## src/rtl/ofd_pkg.sv

```systemverilog
// Purpose: Constants and types for the operand field decoder
// Assumes: 16-bit instruction words, 8-bit data path
// Notes: Register offsets are byte addresses on the AXI4-Lite slave
package ofd_pkg;
   // Register offsets
   localparam logic [7:0] OFD_INSTR_OFF = 8'h00;
   localparam logic [7:0] OFD_INSTR2_OFF = 8'h04;
   localparam logic [7:0] OFD_BANK_OFF = 8'h08;
   localparam logic [7:0] OFD_PTR_OFF = 8'h0C;
   localparam logic [7:0] OFD_FIELD0_OFF = 8'h10;
   localparam logic [7:0] OFD_FIELD1_OFF = 8'h14;
   localparam logic [7:0] OFD_TARGET_OFF = 8'h18;
   localparam logic [7:0] OFD_STATUS_OFF = 8'h1C;
   localparam logic [7:0] OFD_ALU_OFF = 8'h20;
   localparam logic [7:0] OFD_PROD_OFF = 8'h24;
   localparam logic [7:0] OFD_TABLE_OFF = 8'h28;
   // Reset values
   localparam logic [15:0] OFD_INSTR_RST = 16'h0000;
   localparam logic [3:0] OFD_BANK_RST = 4'h0;
   localparam logic [11:0] OFD_PTR_RST = 12'h000;
   localparam logic [20:0] OFD_TABLE_POINTER_RST = 21'h000000;
   // Field positions
   localparam int OFD_ACCESS_BIT = 8;
   localparam int OFD_DEST_BIT = 9;
   localparam int OFD_FAST_BIT = 0;
   localparam int OFD_CALL_FAST_BIT = 8;
   localparam int OFD_BIT_LSB = 9;
   localparam logic [3:0] OFD_SECOND_MARK = 4'hF;
   // Access RAM split point and last phase of the four-phase instruction cycle
   localparam logic [7:0] OFD_ACCESS_SPLIT = 8'h60;
   localparam logic [1:0] OFD_QPHASES = 2'h3;
   // Table pointer modes
   typedef enum logic [1:0] {
      OFD_TBL_KEEP = 2'h0,
      OFD_TBL_POSTINC = 2'h1,
      OFD_TBL_POSTDEC = 2'h2,
      OFD_TBL_PREINC = 2'h3
   } ofd_tbl_mode_t;
   // Decode sequencer states, Gray from IDLE through DECODE to FLUSH; FLUSH back to IDLE flips both bits
   typedef enum logic [1:0] {
      OFD_ST_IDLE = 2'h0,
      OFD_ST_DECODE = 2'h1,
      OFD_ST_FLUSH = 2'h3
   } ofd_state_t;
endpackage

```

## src/rtl/ofd_alu.sv

```systemverilog
// Purpose: ALU flags and multiply for the operand field decoder
// Assumes: 8-bit operands held stable while the outputs are sampled
// Notes: Pure combinational; the caller registers the outputs
`timescale 1ns/100ps
module ofd_alu (
   // Operands
   input wire logic [7:0] operand_a,
   input wire logic [7:0] operand_b,
   input wire logic carry_in,
   input wire logic [1:0] op_sel,
   // Results
   output logic [7:0] result,
   output logic [4:0] flags,
   output logic [15:0] product
);
   logic [8:0] sum;
   logic [4:0] low_sum;
   always_comb begin
      sum = 9'h000;
      low_sum = 5'h00;
      result = 8'h00;
      case (op_sel)
         2'h0: begin
            sum = {1'b0, operand_a} + {1'b0, operand_b};
            low_sum = {1'b0, operand_a[3:0]} + {1'b0, operand_b[3:0]};
         end
         2'h1: begin
            sum = {1'b0, operand_a} + {1'b0, operand_b} + {8'h00, carry_in};
            low_sum = {1'b0, operand_a[3:0]} + {1'b0, operand_b[3:0]} + {4'h0, carry_in};
         end
         2'h2: begin
            sum = {1'b0, operand_a} + {1'b0, ~operand_b} + 9'h001;
            low_sum = {1'b0, operand_a[3:0]} + {1'b0, ~operand_b[3:0]} + 5'h01;
         end
         default: begin
            sum = {1'b0, operand_a & operand_b};
         end
      endcase
      result = sum[7:0];
      // Order: negative, overflow, zero, digit carry, carry
      flags[4] = result[7];
      flags[3] = (op_sel == 2'h3) ? 1'b0 :
         ((operand_a[7] == (op_sel == 2'h2 ? ~operand_b[7] : operand_b[7])) && (result[7] != operand_a[7]));
      flags[2] = (result == 8'h00);
      flags[1] = low_sum[4];
      flags[0] = sum[8];
      product = {8'h00, operand_a} * {8'h00, operand_b};
   end
endmodule

```

## src/rtl/ofd_top.sv

```systemverilog
// Purpose: Operand field decoder with AXI4-Lite register access
// Assumes: aclk 200 MHz, synchronous active-low reset
// Notes: Software writes instruction words; decoded fields read back
`timescale 1ns/100ps
module ofd_top (
   // Clock and reset
   input wire logic aclk,
   input wire logic aresetn,
   // AXI4-Lite write address
   input wire logic [7:0] s_axi_awaddr,
   input wire logic s_axi_awvalid,
   output logic s_axi_awready,
   // AXI4-Lite write data
   input wire logic [31:0] s_axi_wdata,
   input wire logic [3:0] s_axi_wstrb,
   input wire logic s_axi_wvalid,
   output logic s_axi_wready,
   // AXI4-Lite write response
   output logic [1:0] s_axi_bresp,
   output logic s_axi_bvalid,
   input wire logic s_axi_bready,
   // AXI4-Lite read address
   input wire logic [7:0] s_axi_araddr,
   input wire logic s_axi_arvalid,
   output logic s_axi_arready,
   // AXI4-Lite read data
   output logic [31:0] s_axi_rdata,
   output logic [1:0] s_axi_rresp,
   output logic s_axi_rvalid,
   input wire logic s_axi_rready
);
   // Register state
   logic [15:0] instr_reg, instr_next;
   logic [15:0] instr2_reg, instr2_next;
   logic [3:0] bank_select_register_reg, bank_select_register_next;
   logic [11:0] indirect_pointer_reg, indirect_pointer_next;
   logic [20:0] table_pointer_reg, table_pointer_next;
   logic [7:0] table_latch_reg, table_latch_next;
   logic [7:0] working_accumulator_reg, working_accumulator_next;
   logic [4:0] alu_flags_reg, alu_flags_next;
   logic [7:0] product_high_byte_reg, product_high_byte_next;
   logic [7:0] product_low_byte_reg, product_low_byte_next;
   logic [1:0] qphase_reg, qphase_next;
   logic flush_pending_reg, flush_pending_next;
   ofd_pkg::ofd_state_t state_reg, state_next;
   // Decoded fields, registered
   logic [31:0] field0_reg, field0_next;
   logic [31:0] field1_reg, field1_next;
   logic [31:0] target_reg, target_next;
   // AXI state
   logic awready_reg, awready_next, wready_reg, wready_next, bvalid_reg, bvalid_next;
   logic [1:0] bresp_reg, bresp_next;
   logic [7:0] awaddr_reg, awaddr_next;
   logic aw_held_reg, aw_held_next, w_held_reg, w_held_next;
   logic [31:0] wdata_reg, wdata_next;
   logic [3:0] wstrb_reg, wstrb_next;
   logic arready_reg, arready_next, rvalid_reg, rvalid_next;
   logic [31:0] rdata_reg, rdata_next;
   logic [1:0] rresp_reg, rresp_next;
   // ALU wires
   logic [7:0] alu_result;
   logic [4:0] alu_flags;
   logic [15:0] alu_product;

   function automatic logic [31:0] merge_word(input logic [31:0] old, input logic [31:0] data,
                                              input logic [3:0] strb);
      logic [31:0] res;
      res = old;
      for (int i = 0; i < 4; i++) begin
         if (strb[i]) begin
            res[8*i +: 8] = data[8*i +: 8];
         end
      end
      return res;
   endfunction

   function automatic logic [11:0] bank_address(input logic a, input logic [7:0] f, input logic [3:0] bank);
      if (!a) begin
         bank_address = (f < ofd_pkg::OFD_ACCESS_SPLIT) ? {4'h0, f} : {4'hF, f};
      end else begin
         bank_address = {bank, f};
      end
   endfunction

   ofd_alu u_alu (
      .operand_a(working_accumulator_reg),
      .operand_b(instr_reg[7:0]),
      .carry_in(alu_flags_reg[0]),
      .op_sel(instr_reg[11:10]),
      .result(alu_result),
      .flags(alu_flags),
      .product(alu_product)
   );

   // Decode combinational logic
   logic is_second, is_two_word, is_byte_op, is_bit_op, is_table, is_fast, is_rel_long, is_rel_short;
   logic is_ptr_load, is_indexed, is_mul, pc_change, commit;
   logic [7:0] bit_mask;
   always_comb begin
      is_second = (instr_reg[15:12] == ofd_pkg::OFD_SECOND_MARK);
      is_two_word = (instr_reg[15:12] == 4'hC) || (instr_reg[15:9] == 7'h76);
      is_bit_op = (instr_reg[15:14] == 2'h2) || (instr_reg[15:12] == 4'h7);
      is_byte_op = (instr_reg[15:14] == 2'h0) || (instr_reg[15:13] == 3'h2) || (instr_reg[15:12] == 4'h6);
      is_table = (instr_reg[15:3] == 13'h0001);
      is_fast = (instr_reg[15:1] == 15'h0009) || (instr_reg[15:9] == 7'h76);
      is_rel_long = (instr_reg[15:12] == 4'hD);
      is_rel_short = (instr_reg[15:11] == 5'h1C);
      is_ptr_load = (instr_reg[15:6] == 10'h3B8);
      is_indexed = (instr_reg[15:7] == 9'h1D6);
      is_mul = (instr_reg[15:9] == 7'h01);
      pc_change = is_rel_long || is_rel_short || is_fast;
      commit = (qphase_reg == ofd_pkg::OFD_QPHASES) && (state_reg == ofd_pkg::OFD_ST_DECODE);
      bit_mask = is_bit_op ? (8'h01 << instr_reg[11:ofd_pkg::OFD_BIT_LSB]) : 8'h00;
   end

   // Field assembly; field1 packs raw instruction bits, except the pointer-load and fast fields, which are gated
   always_comb begin
      field0_next = field0_reg;
      field1_next = field1_reg;
      target_next = target_reg;
      if (commit && !is_second) begin
         field0_next = {4'h0, bank_address(instr_reg[ofd_pkg::OFD_ACCESS_BIT], instr_reg[7:0],
            bank_select_register_reg),
            bit_mask, 3'h0, instr_reg[ofd_pkg::OFD_DEST_BIT], instr_reg[ofd_pkg::OFD_ACCESS_BIT],
            instr_reg[11:9]};
         field1_next = {(is_ptr_load ? instr_reg[5:4] : 2'h0),
            instr_reg[1:0],
            (instr_reg[15] ? instr_reg[ofd_pkg::OFD_CALL_FAST_BIT] :
               instr_reg[ofd_pkg::OFD_FAST_BIT]) & is_fast,
            instr_reg[11:0],
            instr_reg[7:0],
            instr_reg[6:0]};
         if (is_rel_long) begin
            target_next = {{21{instr_reg[10]}}, instr_reg[10:0]};
         end else if (is_rel_short) begin
            target_next = {{24{instr_reg[7]}}, instr_reg[7:0]};
         end else if (is_two_word) begin
            target_next = {instr2_reg[11:0], instr_reg[7:0], 12'h000} >> 12;
         end else if (is_indexed) begin
            target_next = {20'h00000, indirect_pointer_reg + {5'h00, instr_reg[6:0]}};
         end else begin
            target_next = {20'h00000, instr2_reg[11:0]};
         end
      end
   end

   // Execute state and sequencer
   always_comb begin
      state_next = state_reg;
      qphase_next = qphase_reg + 2'h1;
      flush_pending_next = flush_pending_reg;
      working_accumulator_next = working_accumulator_reg;
      alu_flags_next = alu_flags_reg;
      product_high_byte_next = product_high_byte_reg;
      product_low_byte_next = product_low_byte_reg;
      table_pointer_next = table_pointer_reg;
      table_latch_next = table_latch_reg;
      case (state_reg)
         ofd_pkg::OFD_ST_IDLE: begin
            qphase_next = 2'h0;
         end
         ofd_pkg::OFD_ST_DECODE: begin
            if (commit) begin
               state_next = ofd_pkg::OFD_ST_IDLE;
               if (is_second) begin
                  state_next = ofd_pkg::OFD_ST_IDLE;
               end else if (pc_change || is_two_word) begin
                  state_next = ofd_pkg::OFD_ST_FLUSH;
               end else if (is_mul) begin
                  {product_high_byte_next, product_low_byte_next} = alu_product;
               end else if (is_table) begin
                  table_latch_next = table_pointer_reg[7:0];
                  case (instr_reg[1:0])
                     ofd_pkg::OFD_TBL_POSTINC: table_pointer_next = table_pointer_reg + 21'h000001;
                     ofd_pkg::OFD_TBL_POSTDEC: table_pointer_next = table_pointer_reg - 21'h000001;
                     ofd_pkg::OFD_TBL_PREINC: begin
                        table_pointer_next = table_pointer_reg + 21'h000001;
                        table_latch_next = table_pointer_next[7:0];
                     end
                     default: table_pointer_next = table_pointer_reg;
                  endcase
               end else if (is_byte_op) begin
                  alu_flags_next = alu_flags;
                  if (!instr_reg[ofd_pkg::OFD_DEST_BIT]) begin
                     working_accumulator_next = alu_result;
                  end
               end
            end
         end
         ofd_pkg::OFD_ST_FLUSH: begin
            if (qphase_reg == ofd_pkg::OFD_QPHASES) begin
               state_next = ofd_pkg::OFD_ST_IDLE;
            end
         end
         default: state_next = ofd_pkg::OFD_ST_IDLE;
      endcase
      if (flush_pending_reg && state_reg == ofd_pkg::OFD_ST_IDLE) begin
         state_next = ofd_pkg::OFD_ST_DECODE;
         flush_pending_next = 1'b0;
      end
   end

   // AXI slave next state
   logic wr_fire;
   logic [31:0] wr_word;
   always_comb begin
      awready_next = awready_reg;
      wready_next = wready_reg;
      aw_held_next = aw_held_reg;
      w_held_next = w_held_reg;
      awaddr_next = awaddr_reg;
      wdata_next = wdata_reg;
      wstrb_next = wstrb_reg;
      bvalid_next = bvalid_reg;
      bresp_next = bresp_reg;
      arready_next = 1'b0;
      rvalid_next = rvalid_reg;
      rdata_next = rdata_reg;
      rresp_next = rresp_reg;
      instr_next = instr_reg;
      instr2_next = instr2_reg;
      bank_select_register_next = bank_select_register_reg;
      indirect_pointer_next = indirect_pointer_reg;
      wr_fire = 1'b0;
      wr_word = 32'h00000000;
      awready_next = !aw_held_reg && !bvalid_reg && !(s_axi_awvalid && awready_reg);
      wready_next = !w_held_reg && !bvalid_reg && !(s_axi_wvalid && wready_reg);
      if (s_axi_awvalid && awready_reg) begin
         aw_held_next = 1'b1;
         awaddr_next = s_axi_awaddr;
      end
      if (s_axi_wvalid && wready_reg) begin
         w_held_next = 1'b1;
         wdata_next = s_axi_wdata;
         wstrb_next = s_axi_wstrb;
      end
      if (aw_held_reg && w_held_reg && !bvalid_reg) begin
         wr_fire = 1'b1;
         aw_held_next = 1'b0;
         w_held_next = 1'b0;
         bvalid_next = 1'b1;
         bresp_next = 2'h0;
         case (awaddr_reg)
            ofd_pkg::OFD_INSTR_OFF: begin
               wr_word = merge_word({16'h0000, instr_reg}, wdata_reg, wstrb_reg);
               instr_next = wr_word[15:0];
            end
            ofd_pkg::OFD_INSTR2_OFF: begin
               wr_word = merge_word({16'h0000, instr2_reg}, wdata_reg, wstrb_reg);
               instr2_next = wr_word[15:0];
            end
            ofd_pkg::OFD_BANK_OFF: begin
               wr_word = merge_word({28'h0000000, bank_select_register_reg}, wdata_reg, wstrb_reg);
               bank_select_register_next = wr_word[3:0];
            end
            ofd_pkg::OFD_PTR_OFF: begin
               wr_word = merge_word({20'h00000, indirect_pointer_reg}, wdata_reg, wstrb_reg);
               indirect_pointer_next = wr_word[11:0];
            end
            default: bresp_next = 2'h2;
         endcase
      end
      if (bvalid_reg && s_axi_bready) begin
         bvalid_next = 1'b0;
      end
      if (rvalid_reg && s_axi_rready) begin
         rvalid_next = 1'b0;
      end else if (!rvalid_reg && s_axi_arvalid && !arready_reg) begin
         arready_next = 1'b1;
      end
      if (s_axi_arvalid && arready_reg) begin
         rvalid_next = 1'b1;
         rresp_next = 2'h0;
         case (s_axi_araddr)
            ofd_pkg::OFD_INSTR_OFF: rdata_next = {16'h0000, instr_reg};
            ofd_pkg::OFD_INSTR2_OFF: rdata_next = {16'h0000, instr2_reg};
            ofd_pkg::OFD_BANK_OFF: rdata_next = {28'h0000000, bank_select_register_reg};
            ofd_pkg::OFD_PTR_OFF: rdata_next = {20'h00000, indirect_pointer_reg};
            ofd_pkg::OFD_FIELD0_OFF: rdata_next = field0_reg;
            ofd_pkg::OFD_FIELD1_OFF: rdata_next = field1_reg;
            ofd_pkg::OFD_TARGET_OFF: rdata_next = target_reg;
            ofd_pkg::OFD_STATUS_OFF: rdata_next = {28'h0000000, flush_pending_reg, 1'b0, state_reg};
            ofd_pkg::OFD_ALU_OFF: rdata_next = {19'h00000, alu_flags_reg, working_accumulator_reg};
            ofd_pkg::OFD_PROD_OFF: rdata_next = {16'h0000, product_high_byte_reg, product_low_byte_reg};
            ofd_pkg::OFD_TABLE_OFF: rdata_next = {3'h0, table_latch_reg, table_pointer_reg};
            default: begin
               rdata_next = 32'h00000000;
               rresp_next = 2'h2;
            end
         endcase
      end
   end

   // A write to the instruction word starts one decode
   logic start_decode;
   assign start_decode = wr_fire && (awaddr_reg == ofd_pkg::OFD_INSTR_OFF);

   always_ff @(posedge aclk) begin
      if (!aresetn) begin
         instr_reg <= ofd_pkg::OFD_INSTR_RST;
         instr2_reg <= ofd_pkg::OFD_INSTR_RST;
         bank_select_register_reg <= ofd_pkg::OFD_BANK_RST;
         indirect_pointer_reg <= ofd_pkg::OFD_PTR_RST;
         table_pointer_reg <= ofd_pkg::OFD_TABLE_POINTER_RST;
         table_latch_reg <= 8'h00;
         working_accumulator_reg <= 8'h00;
         alu_flags_reg <= 5'h00;
         product_high_byte_reg <= 8'h00;
         product_low_byte_reg <= 8'h00;
         qphase_reg <= 2'h0;
         flush_pending_reg <= 1'b0;
         state_reg <= ofd_pkg::OFD_ST_IDLE;
         field0_reg <= 32'h00000000;
         field1_reg <= 32'h00000000;
         target_reg <= 32'h00000000;
         awready_reg <= 1'b0;
         wready_reg <= 1'b0;
         bvalid_reg <= 1'b0;
         bresp_reg <= 2'h0;
         awaddr_reg <= 8'h00;
         aw_held_reg <= 1'b0;
         w_held_reg <= 1'b0;
         wdata_reg <= 32'h00000000;
         wstrb_reg <= 4'h0;
         arready_reg <= 1'b0;
         rvalid_reg <= 1'b0;
         rdata_reg <= 32'h00000000;
         rresp_reg <= 2'h0;
      end else begin
         instr_reg <= instr_next;
         instr2_reg <= instr2_next;
         bank_select_register_reg <= bank_select_register_next;
         indirect_pointer_reg <= indirect_pointer_next;
         table_pointer_reg <= table_pointer_next;
         table_latch_reg <= table_latch_next;
         working_accumulator_reg <= working_accumulator_next;
         alu_flags_reg <= alu_flags_next;
         product_high_byte_reg <= product_high_byte_next;
         product_low_byte_reg <= product_low_byte_next;
         qphase_reg <= qphase_next;
         flush_pending_reg <= flush_pending_next | start_decode;
         state_reg <= state_next;
         field0_reg <= field0_next;
         field1_reg <= field1_next;
         target_reg <= target_next;
         awready_reg <= awready_next;
         wready_reg <= wready_next;
         bvalid_reg <= bvalid_next;
         bresp_reg <= bresp_next;
         awaddr_reg <= awaddr_next;
         aw_held_reg <= aw_held_next;
         w_held_reg <= w_held_next;
         wdata_reg <= wdata_next;
         wstrb_reg <= wstrb_next;
         arready_reg <= arready_next;
         rvalid_reg <= rvalid_next;
         rdata_reg <= rdata_next;
         rresp_reg <= rresp_next;
      end
   end

   assign s_axi_awready = awready_reg;
   assign s_axi_wready = wready_reg;
   assign s_axi_bvalid = bvalid_reg;
   assign s_axi_bresp = bresp_reg;
   assign s_axi_arready = arready_reg;
   assign s_axi_rvalid = rvalid_reg;
   assign s_axi_rdata = rdata_reg;
   assign s_axi_rresp = rresp_reg;
endmodule

```

## config.mk

```make
export PLATFORM = sky130hd
export DESIGN_NAME = ofd_top
export DESIGN_NICKNAME = d
export VERILOG_FILES = /design/src/rtl/ofd_pkg.sv /design/src/rtl/ofd_alu.sv /design/src/rtl/ofd_top.sv
export SDC_FILE = /design/constraint.sdc
export NUM_CORES = 1
export LEC_CHECK = 0
export BUFFER_PORTS_ARGS = -buffer_cell sky130_fd_sc_hd__buf_2
export CORE_ASPECT_RATIO = 1.75
export CORE_MARGIN = 3
export CORE_UTILIZATION = 59
export DETAILED_ROUTE_END_ITERATION = 10
export GPL_TIMING_DRIVEN = 1
export PLACE_DENSITY = 0.78
export SLEW_MARGIN = 20
export SYNTH_ARGS = -nofsm -noshare
export SYNTH_HDL_FRONTEND = slang
export SYNTH_SLANG_ARGS = --single-unit
export TNS_END_PERCENT = 1
```

## constraint.sdc

```tcl
create_clock -name aclk -period 5.2 [get_ports aclk]
set_input_delay 0.78 -clock aclk [delete_from_list [all_inputs] [get_ports aclk]]
set_output_delay 0.78 -clock aclk [all_outputs]
set_load 0.005 [all_outputs]
```

==> results of run 1 <==
## cells by family (layout without fill, tap and decap cells)
| kind of cell | after synthesis | after routing | share of synthesized area |
|---|---|---|---|
| simple gates | 610 | 610 | 0.208 |
| xor+xnor | 55 | 55 | 0.0361 |
| other cells | 1 | 2 | 0.000277 |
| buf+inv | 199 | 237 | 0.0568 |
| mux | 47 | 47 | 0.0358 |
| fa+ha+maj | 103 | 103 | 0.117 |
| compound gates | 433 | 433 | 0.212 |
| flops | 226 | 226 | 0.334 |
## through the flow
step	setup WS, ns	cell area [um2]	power, mW
3_5_place_dp	0.295	14100	1.92
3_3_place_gp	0.441	14100	1.92
6_report	0.247	14900	3.45
2_1_floorplan	0.521	13500	1.87
5_1_grt	0.0412	14900	3.55
4_1_cts	0.269	14900	3.46
## layout by cell type, fill, tap and decap left out, types with 31 or more instances in the layout
cell type    n
nand3_1     45
inv_1       81
mux2i_1     44
a22oi_1     31
fa_1        39
buf_4       34
buf_2       79
xnor2_1     36
dfxtp_1    226
and2_1      45
o21ai_0     58
nor2_1     176
nand2_1    215
a21oi_1    158
nor3_1      37
ha_1        64
## metal layers
metal / GRT usage / vias to the layer above / part of all wire
met4: 0.276 / 0 / 0.095
li1: - / 5935 / -
met5: 0 / - / 0
met1: 0.376 / 6130 / 0.34
met3: 0.0663 / 233 / 0.070
met2: 0.630 / 642 / 0.50
## worst max-delay path: stages, from the launching register on
cell      delay, ns
dfxtp_1        0.64
and2_1         0.22
fa_1           0.44
fa_1           0.52
fa_1           0.56
inv_1          0.06
fa_1           0.53
inv_1          0.04
ha_1           0.33
or2_2          0.31
a21oi_1        0.15
a21oi_1        0.08
a41o_1         0.27
o41a_1         0.32
xnor2_1        0.14
a211oi_1       0.24
## report_power, final
| part | leakage, nW | internal, mW | switching [mW] |
|---|---|---|---|
| clock network | 0.350 | 0.859 | 0.710 |
| logic | 3.61 | 0.0382 | 0.0733 |
| registers | 1.82 | 1.75 | 0.0189 |
## final cells by class
class / count / area share
Tap cell: 296 / 0.0249
Timing Repair Buffer: 114 / 0.0451
Clock inverter: 10 / 0.00480
Multi-Input combinational cell: 1250 / 0.557
Inverter: 83 / 0.0211
Clock buffer: 30 / 0.0424
Sequential cell: 226 / 0.305
## final timing paths
kind                                                         startpoint                                     to  slack [ns]  depth (start not counted)
worst min register to register                 qphase_reg[0]$_SDFF_PP0_               qphase_reg[0]$_SDFF_PP0_        0.43                          1
worst max register to register  working_accumulator_reg[3]$_SDFFE_PN0P_  product_high_byte_reg[7]$_SDFFE_PN0P_        0.25                         15
worst min-delay path                           qphase_reg[0]$_SDFF_PP0_               qphase_reg[0]$_SDFF_PP0_        0.43                          1
worst max-delay path            working_accumulator_reg[3]$_SDFFE_PN0P_  product_high_byte_reg[7]$_SDFFE_PN0P_        0.25                         15
==> impl_metrics.csv, run 1 <==
group,metric,value,unit
logic_synthesis,syn_area_per_cell,8.09,um2
power_and_ir_drop,power_density,232,nW/um2
finish,area_delta_synth_final,9.67,%
route,drt_iter0_drc,1186,
timing,maxSlewHeadroom,0.238,
route,remaining_drc_errors,0,
flow_run,max_cap_viol_count,0,
finish,largest_register_ffs,32,
clocking,cts_setup_buffers,0,
global_routing,grt_pass1_wl,69200,um
clocking,cts-htree-levels,1,
timing,setup_viol,0,
finish,final_core_util,0.665,
route,finalWirelength,45100,um
finish,fillers,1999,
timing,fin_skew,0.0142,ns
outcome,status,"complete, no violations",
timing,holdWs,0.430,ns
power_and_ir_drop,vdd_drop_max,268,uV
worst_setup_path,crit_type,"reg -> reg",
floorplanning,fp.dieW,121,um
floorplanning,placementRows,72,
global_routing,grt_pass1_vias,12600,
worst_setup_path,worstSetupEndpointType,"flop",
finish,register_area,4520,um2
timing,fmax,202,MHz
global_routing,grt_max_degree,146,
floorplanning,die_area,24900,um2
worst_hold_path,hold_class,"reg -> reg",
logic_synthesis,ys_warn_count,0,
floorplanning,io_pins,100,
finish,finalNonFillerCells,2009,
logic_synthesis,async_flop_share,0,
timing,tightest_slew,1.14,ns
global_routing,overflow,0,
clocking,cts_tree,"done",
finish,drive_gt1_frac,0.103,
floorplanning,start_util,0.606,
clocking,cts.sink_count,226,
logic_synthesis,yosys_most_used_dff,"dfxtp_1",
logic_synthesis,netlist.area_leader.share,0.334,
logic_synthesis,synth_area_leaders,"dfxtp_1 (33%), nand2_1 (6.0%), ha_1 (5.9%)",
timing,rsz0062_at_grt,"no",
logic_synthesis,synth_edf_count,0,
logic_synthesis,yosysTopAreaCell,"dfxtp_1",
logic_synthesis,synth.distinct_cells,85,
clocking,hold_buffers,0,
finish,multi_input_area,8270,um2
floorplanning,dieHeight,206,um
global_routing,antenna_found_initial,0,
finish,n_antenna_cell,0,
worst_setup_path,start_kind,"flop",
worst_setup_path,cp.required,5.63,ns
route,ant_nets,0,
floorplanning,core,22300,um2
route,drt_first_pass_iters,9,
placed_design,gp_congestion,1.04,
timing,tns,0,ns
placed_design,portBuffers,79,
logic_synthesis,synth_common_cells,"dfxtp_1 (226), nand2_1 (215), nor2_1 (177), a21oi_1 (158), clkbuf_1 (99)",
clocking,root_buffer,"clkbuf_16",
clocking,clockBufferDepth,3,
route,post_drt_wl_per_cell,22.5,um
finish,fin_nets,1859,
placed_design,dpl.cell_count,1969,
logic_synthesis,ys_ff_latch,226,
timing,drv_slew,0,
route,via_count,12900,
logic_synthesis,synthMostInstantiatedCell,"dfxtp_1",
logic_synthesis,syn_area,13500,um2
clocking,post_cts_resized,0,
clocking,path_clk_slew,0.07,ns
timing,finalCritPeriodShare,0.952,
placed_design,dp_hpwl,33400,um
route,via_per_inst,6.44,
power_and_ir_drop,leakagePower,5.79,nW
clocking,cts_buffers,22,
logic_synthesis,ys_seq_area_frac,0.334,
logic_synthesis,synthCells,1674,
worst_setup_path,cp.arrival,5.38,ns
global_routing,grt_use_total,0.359,
worst_setup_path,critPathMaxFanout,11,
timing,post-route-min-period,4.95,ns
timing,report.final.hold_viol_count,0,
clocking,clock_latency,0.53,ns
Power figures use the tool's default switching activity.
==> inputs of run 2 (changes only) <==
- PLACE_DENSITY: 0.78 -> 0.86
- RECOVER_POWER: default -> 25
==> run 2 against run 1 <==
  * The flow now finishes with violations (max-capacitance violations, max-slew violations)
  * Core utilization fell by 0.13 points
  * Maximum frequency barely moved
  * Flip-flop and latch count did not move
  * Non-clock buffer count did not move
  * Critical path type unchanged
  * Highest routed layer unchanged
==> impl_metrics.csv, run 2 (same netlist as run 1, synthesis figures left out) <==
group,metric,value,unit
outcome,status,"finished, violations left",
outcome,violations,"max-capacitance violations, max-slew violations",
timing,report.final.hold_viol_count,0,
worst_setup_path,reg2reg_from,"instr_reg[5]$_SDFFE_PN0P_",
route,via_per_inst,6.49,
worst_setup_path,path_buf_inv,2,
clocking,root_buffer,"clkbuf_16",
power_and_ir_drop,vdd_drop_max,193,uV
floorplanning,die_area,24900,um2
floorplanning,start_util,0.606,
timing,setup_viol,0,
power_and_ir_drop,leakagePower,5.68,nW
worst_setup_path,critPathMaxFanout,8,
timing,fin_skew,0.0165,ns
worst_setup_path,cp.required,5.63,ns
finish,largest_register_ffs,32,
worst_hold_path,min_from,"qphase_reg[0]$_SDFF_PP0_",
clocking,cts_tree,"done",
worst_setup_path,crit_path_start,"instr_reg[5]$_SDFFE_PN0P_",
clocking,cts-htree-levels,1,
worst_setup_path,path_cells,"and2_1, fa_1, fa_1, fa_1, inv_1, fa_1, inv_1, ha_1, or2_2, a21oi_1, a21oi_1, a41o_1, o41a_1, xnor2_1, a211oi_1",
timing,tns,0,ns
route,ant_nets,0,
worst_setup_path,crit_type,"reg -> reg",
placed_design,gp_congestion,1.03,
route,post_drt_wl_per_cell,23.1,um
worst_hold_path,hold_class,"reg -> reg",
timing,post-route-min-period,4.96,ns
placed_design,dp_hpwl,34300,um
clocking,hold_buffers,0,
floorplanning,dieHeight,206,um
flow_run,max_cap_viol_count,3,
global_routing,antenna_found_initial,1,
clocking,path_clk_slew,0.07,ns
worst_setup_path,crit_family,"adder cells",
power_and_ir_drop,p_sw_frac,0.235,
global_routing,grt_use_total,0.365,
global_routing,overflow,0,
power_and_ir_drop,power_density,236,nW/um2
worst_setup_path,crit_top_cell,"fa_1",
placed_design,portBuffers,79,
floorplanning,core,22300,um2
global_routing,grt_max_degree,78,
finish,area_delta_synth_final,9.45,%
finish,fin_nets,1858,
worst_setup_path,cp.arrival,5.38,ns
route,drt_iter0_drc,1418,
clocking,cts.sink_count,226,
finish,postLayoutCellArea,14800,um2
worst_setup_path,worstSetupEndpointType,"flop",
timing,tightest_slew,2.42,ns
global_routing,grt_pass1_wl,70000,um
route,drt_first_pass_iters,8,
global_routing,grt_pass1_vias,12600,
power_and_ir_drop,p_seq_frac,0.506,
timing,finalCritPeriodShare,0.953,
finish,mostFrequentLayoutCell,"dfxtp_1",
power_and_ir_drop,p_clk_frac,0.462,
floorplanning,io_pins,100,
finish,drive_gt1_frac,0.0918,
timing,maxSlewHeadroom,-0.610,
timing,finalWorstSetupSlack,0.244,ns
route,via_count,13000,
timing,drv_slew,155,
floorplanning,fp.dieW,121,um
power_and_ir_drop,intPower,2.67,mW
finish,final_cell_mix,"dfxtp_1 (225), nand2_1 (215), nor2_1 (176)",
power_and_ir_drop,switchingPower,0.822,mW
clocking,clock_latency,0.53,ns
route,remaining_drc_errors,0,
worst_setup_path,max_stage_delay,0.62,ns
worst_setup_path,start_kind,"flop",
clocking,clockBufferDepth,3,
clocking,cts_buffers,21,
power_and_ir_drop,power,3.50,mW
floorplanning,placementRows,72,
placed_design,post-place-ws,0.217,ns
power_and_ir_drop,combinationalPowerShare,0.032,
timing,holdWs,0.433,ns
timing,fmax,202,MHz
placed_design,dpl_cell_area,14100,um2
timing,rsz0062_at_grt,"no",
route,finalWirelength,46300,um
worst_setup_path,cpMaxStageDelayCell,"dfxtp_1",
finish,n_antenna_cell,0,
## run 2: cell types whose count changed in the layout (fill, tap and decap cells not counted), moves of 2 or more
| cell | change |
|---|---|
| clkinvlp_4 | +3 |
| clkinv_4 | +4 |
| buf_2 | -19 |
| clkbuf_8 | -3 |
| bufinv_16 | +2 |
| clkbuf_1 | +19 |
| clkinv_2 | -5 |
## run 2: final timing paths
check             depth (start not counted)  slack [ns]                                     to
setup / recovery                         15        0.24  product_high_byte_reg[7]$_SDFFE_PN0P_
setup reg to reg                         15        0.24  product_high_byte_reg[7]$_SDFFE_PN0P_
hold / removal                            1        0.43               qphase_reg[0]$_SDFF_PP0_
hold reg to reg                           1        0.43               qphase_reg[0]$_SDFF_PP0_
## run 2: final cells by class
class                   count  area (um2)
clock buffers              24         557
clock inverters            14         156
fillers                  1937        7520
inverters                  83         313
multi-input cells        1250        8280
flip-flops and latches    226        4530
well taps                 296         370
repair buffers            114         627
## run 2: power by group through the flow
| stage | clock (mW) | combinational, mW | sequential [mW] |
|---|---|---|---|
| finish | 1.61 | 0.111 | 1.77 |
| floorplan | 0 | 0.0677 | 1.80 |
| detailed placement | 0 | 0.110 | 1.81 |
| CTS | 1.62 | 0.112 | 1.77 |
| global placement | 0 | 0.108 | 1.81 |
| global route | 1.68 | 0.122 | 1.77 |
## run 2: through the flow
| step | utilization | cells |
|---|---|---|
| 3_5_place_dp | 0.633 | 1969 |
| 2_1_floorplan | - | 1675 |
| 4_1_cts | 0.665 | 2007 |
| 5_1_grt | 0.664 | 2007 |
| 6_report | 0.664 | 2007 |
| 3_3_place_gp | 0.633 | 1969 |
## run 2: what timing repair did
action / in CTS / in global routing
resized for setup: 0 / 3
buffers inserted: 0 / 0
setup endpoints to repair: 0 / 4
## run 2: per-layer routing
| metal | routed length (um) | vias to the layer above | global-route usage | part of all wire |
|---|---|---|---|---|
| met2 | 22500 | 645 | 0.638 | 0.49 |
| met4 | 5270 | 0 | 0.338 | 0.11 |
| met5 | 0 | - | 0 | 0 |
| met3 | 3480 | 250 | 0.0646 | 0.075 |
| li1 | - | 5934 | - | - |
| met1 | 15000 | 6197 | 0.362 | 0.32 |
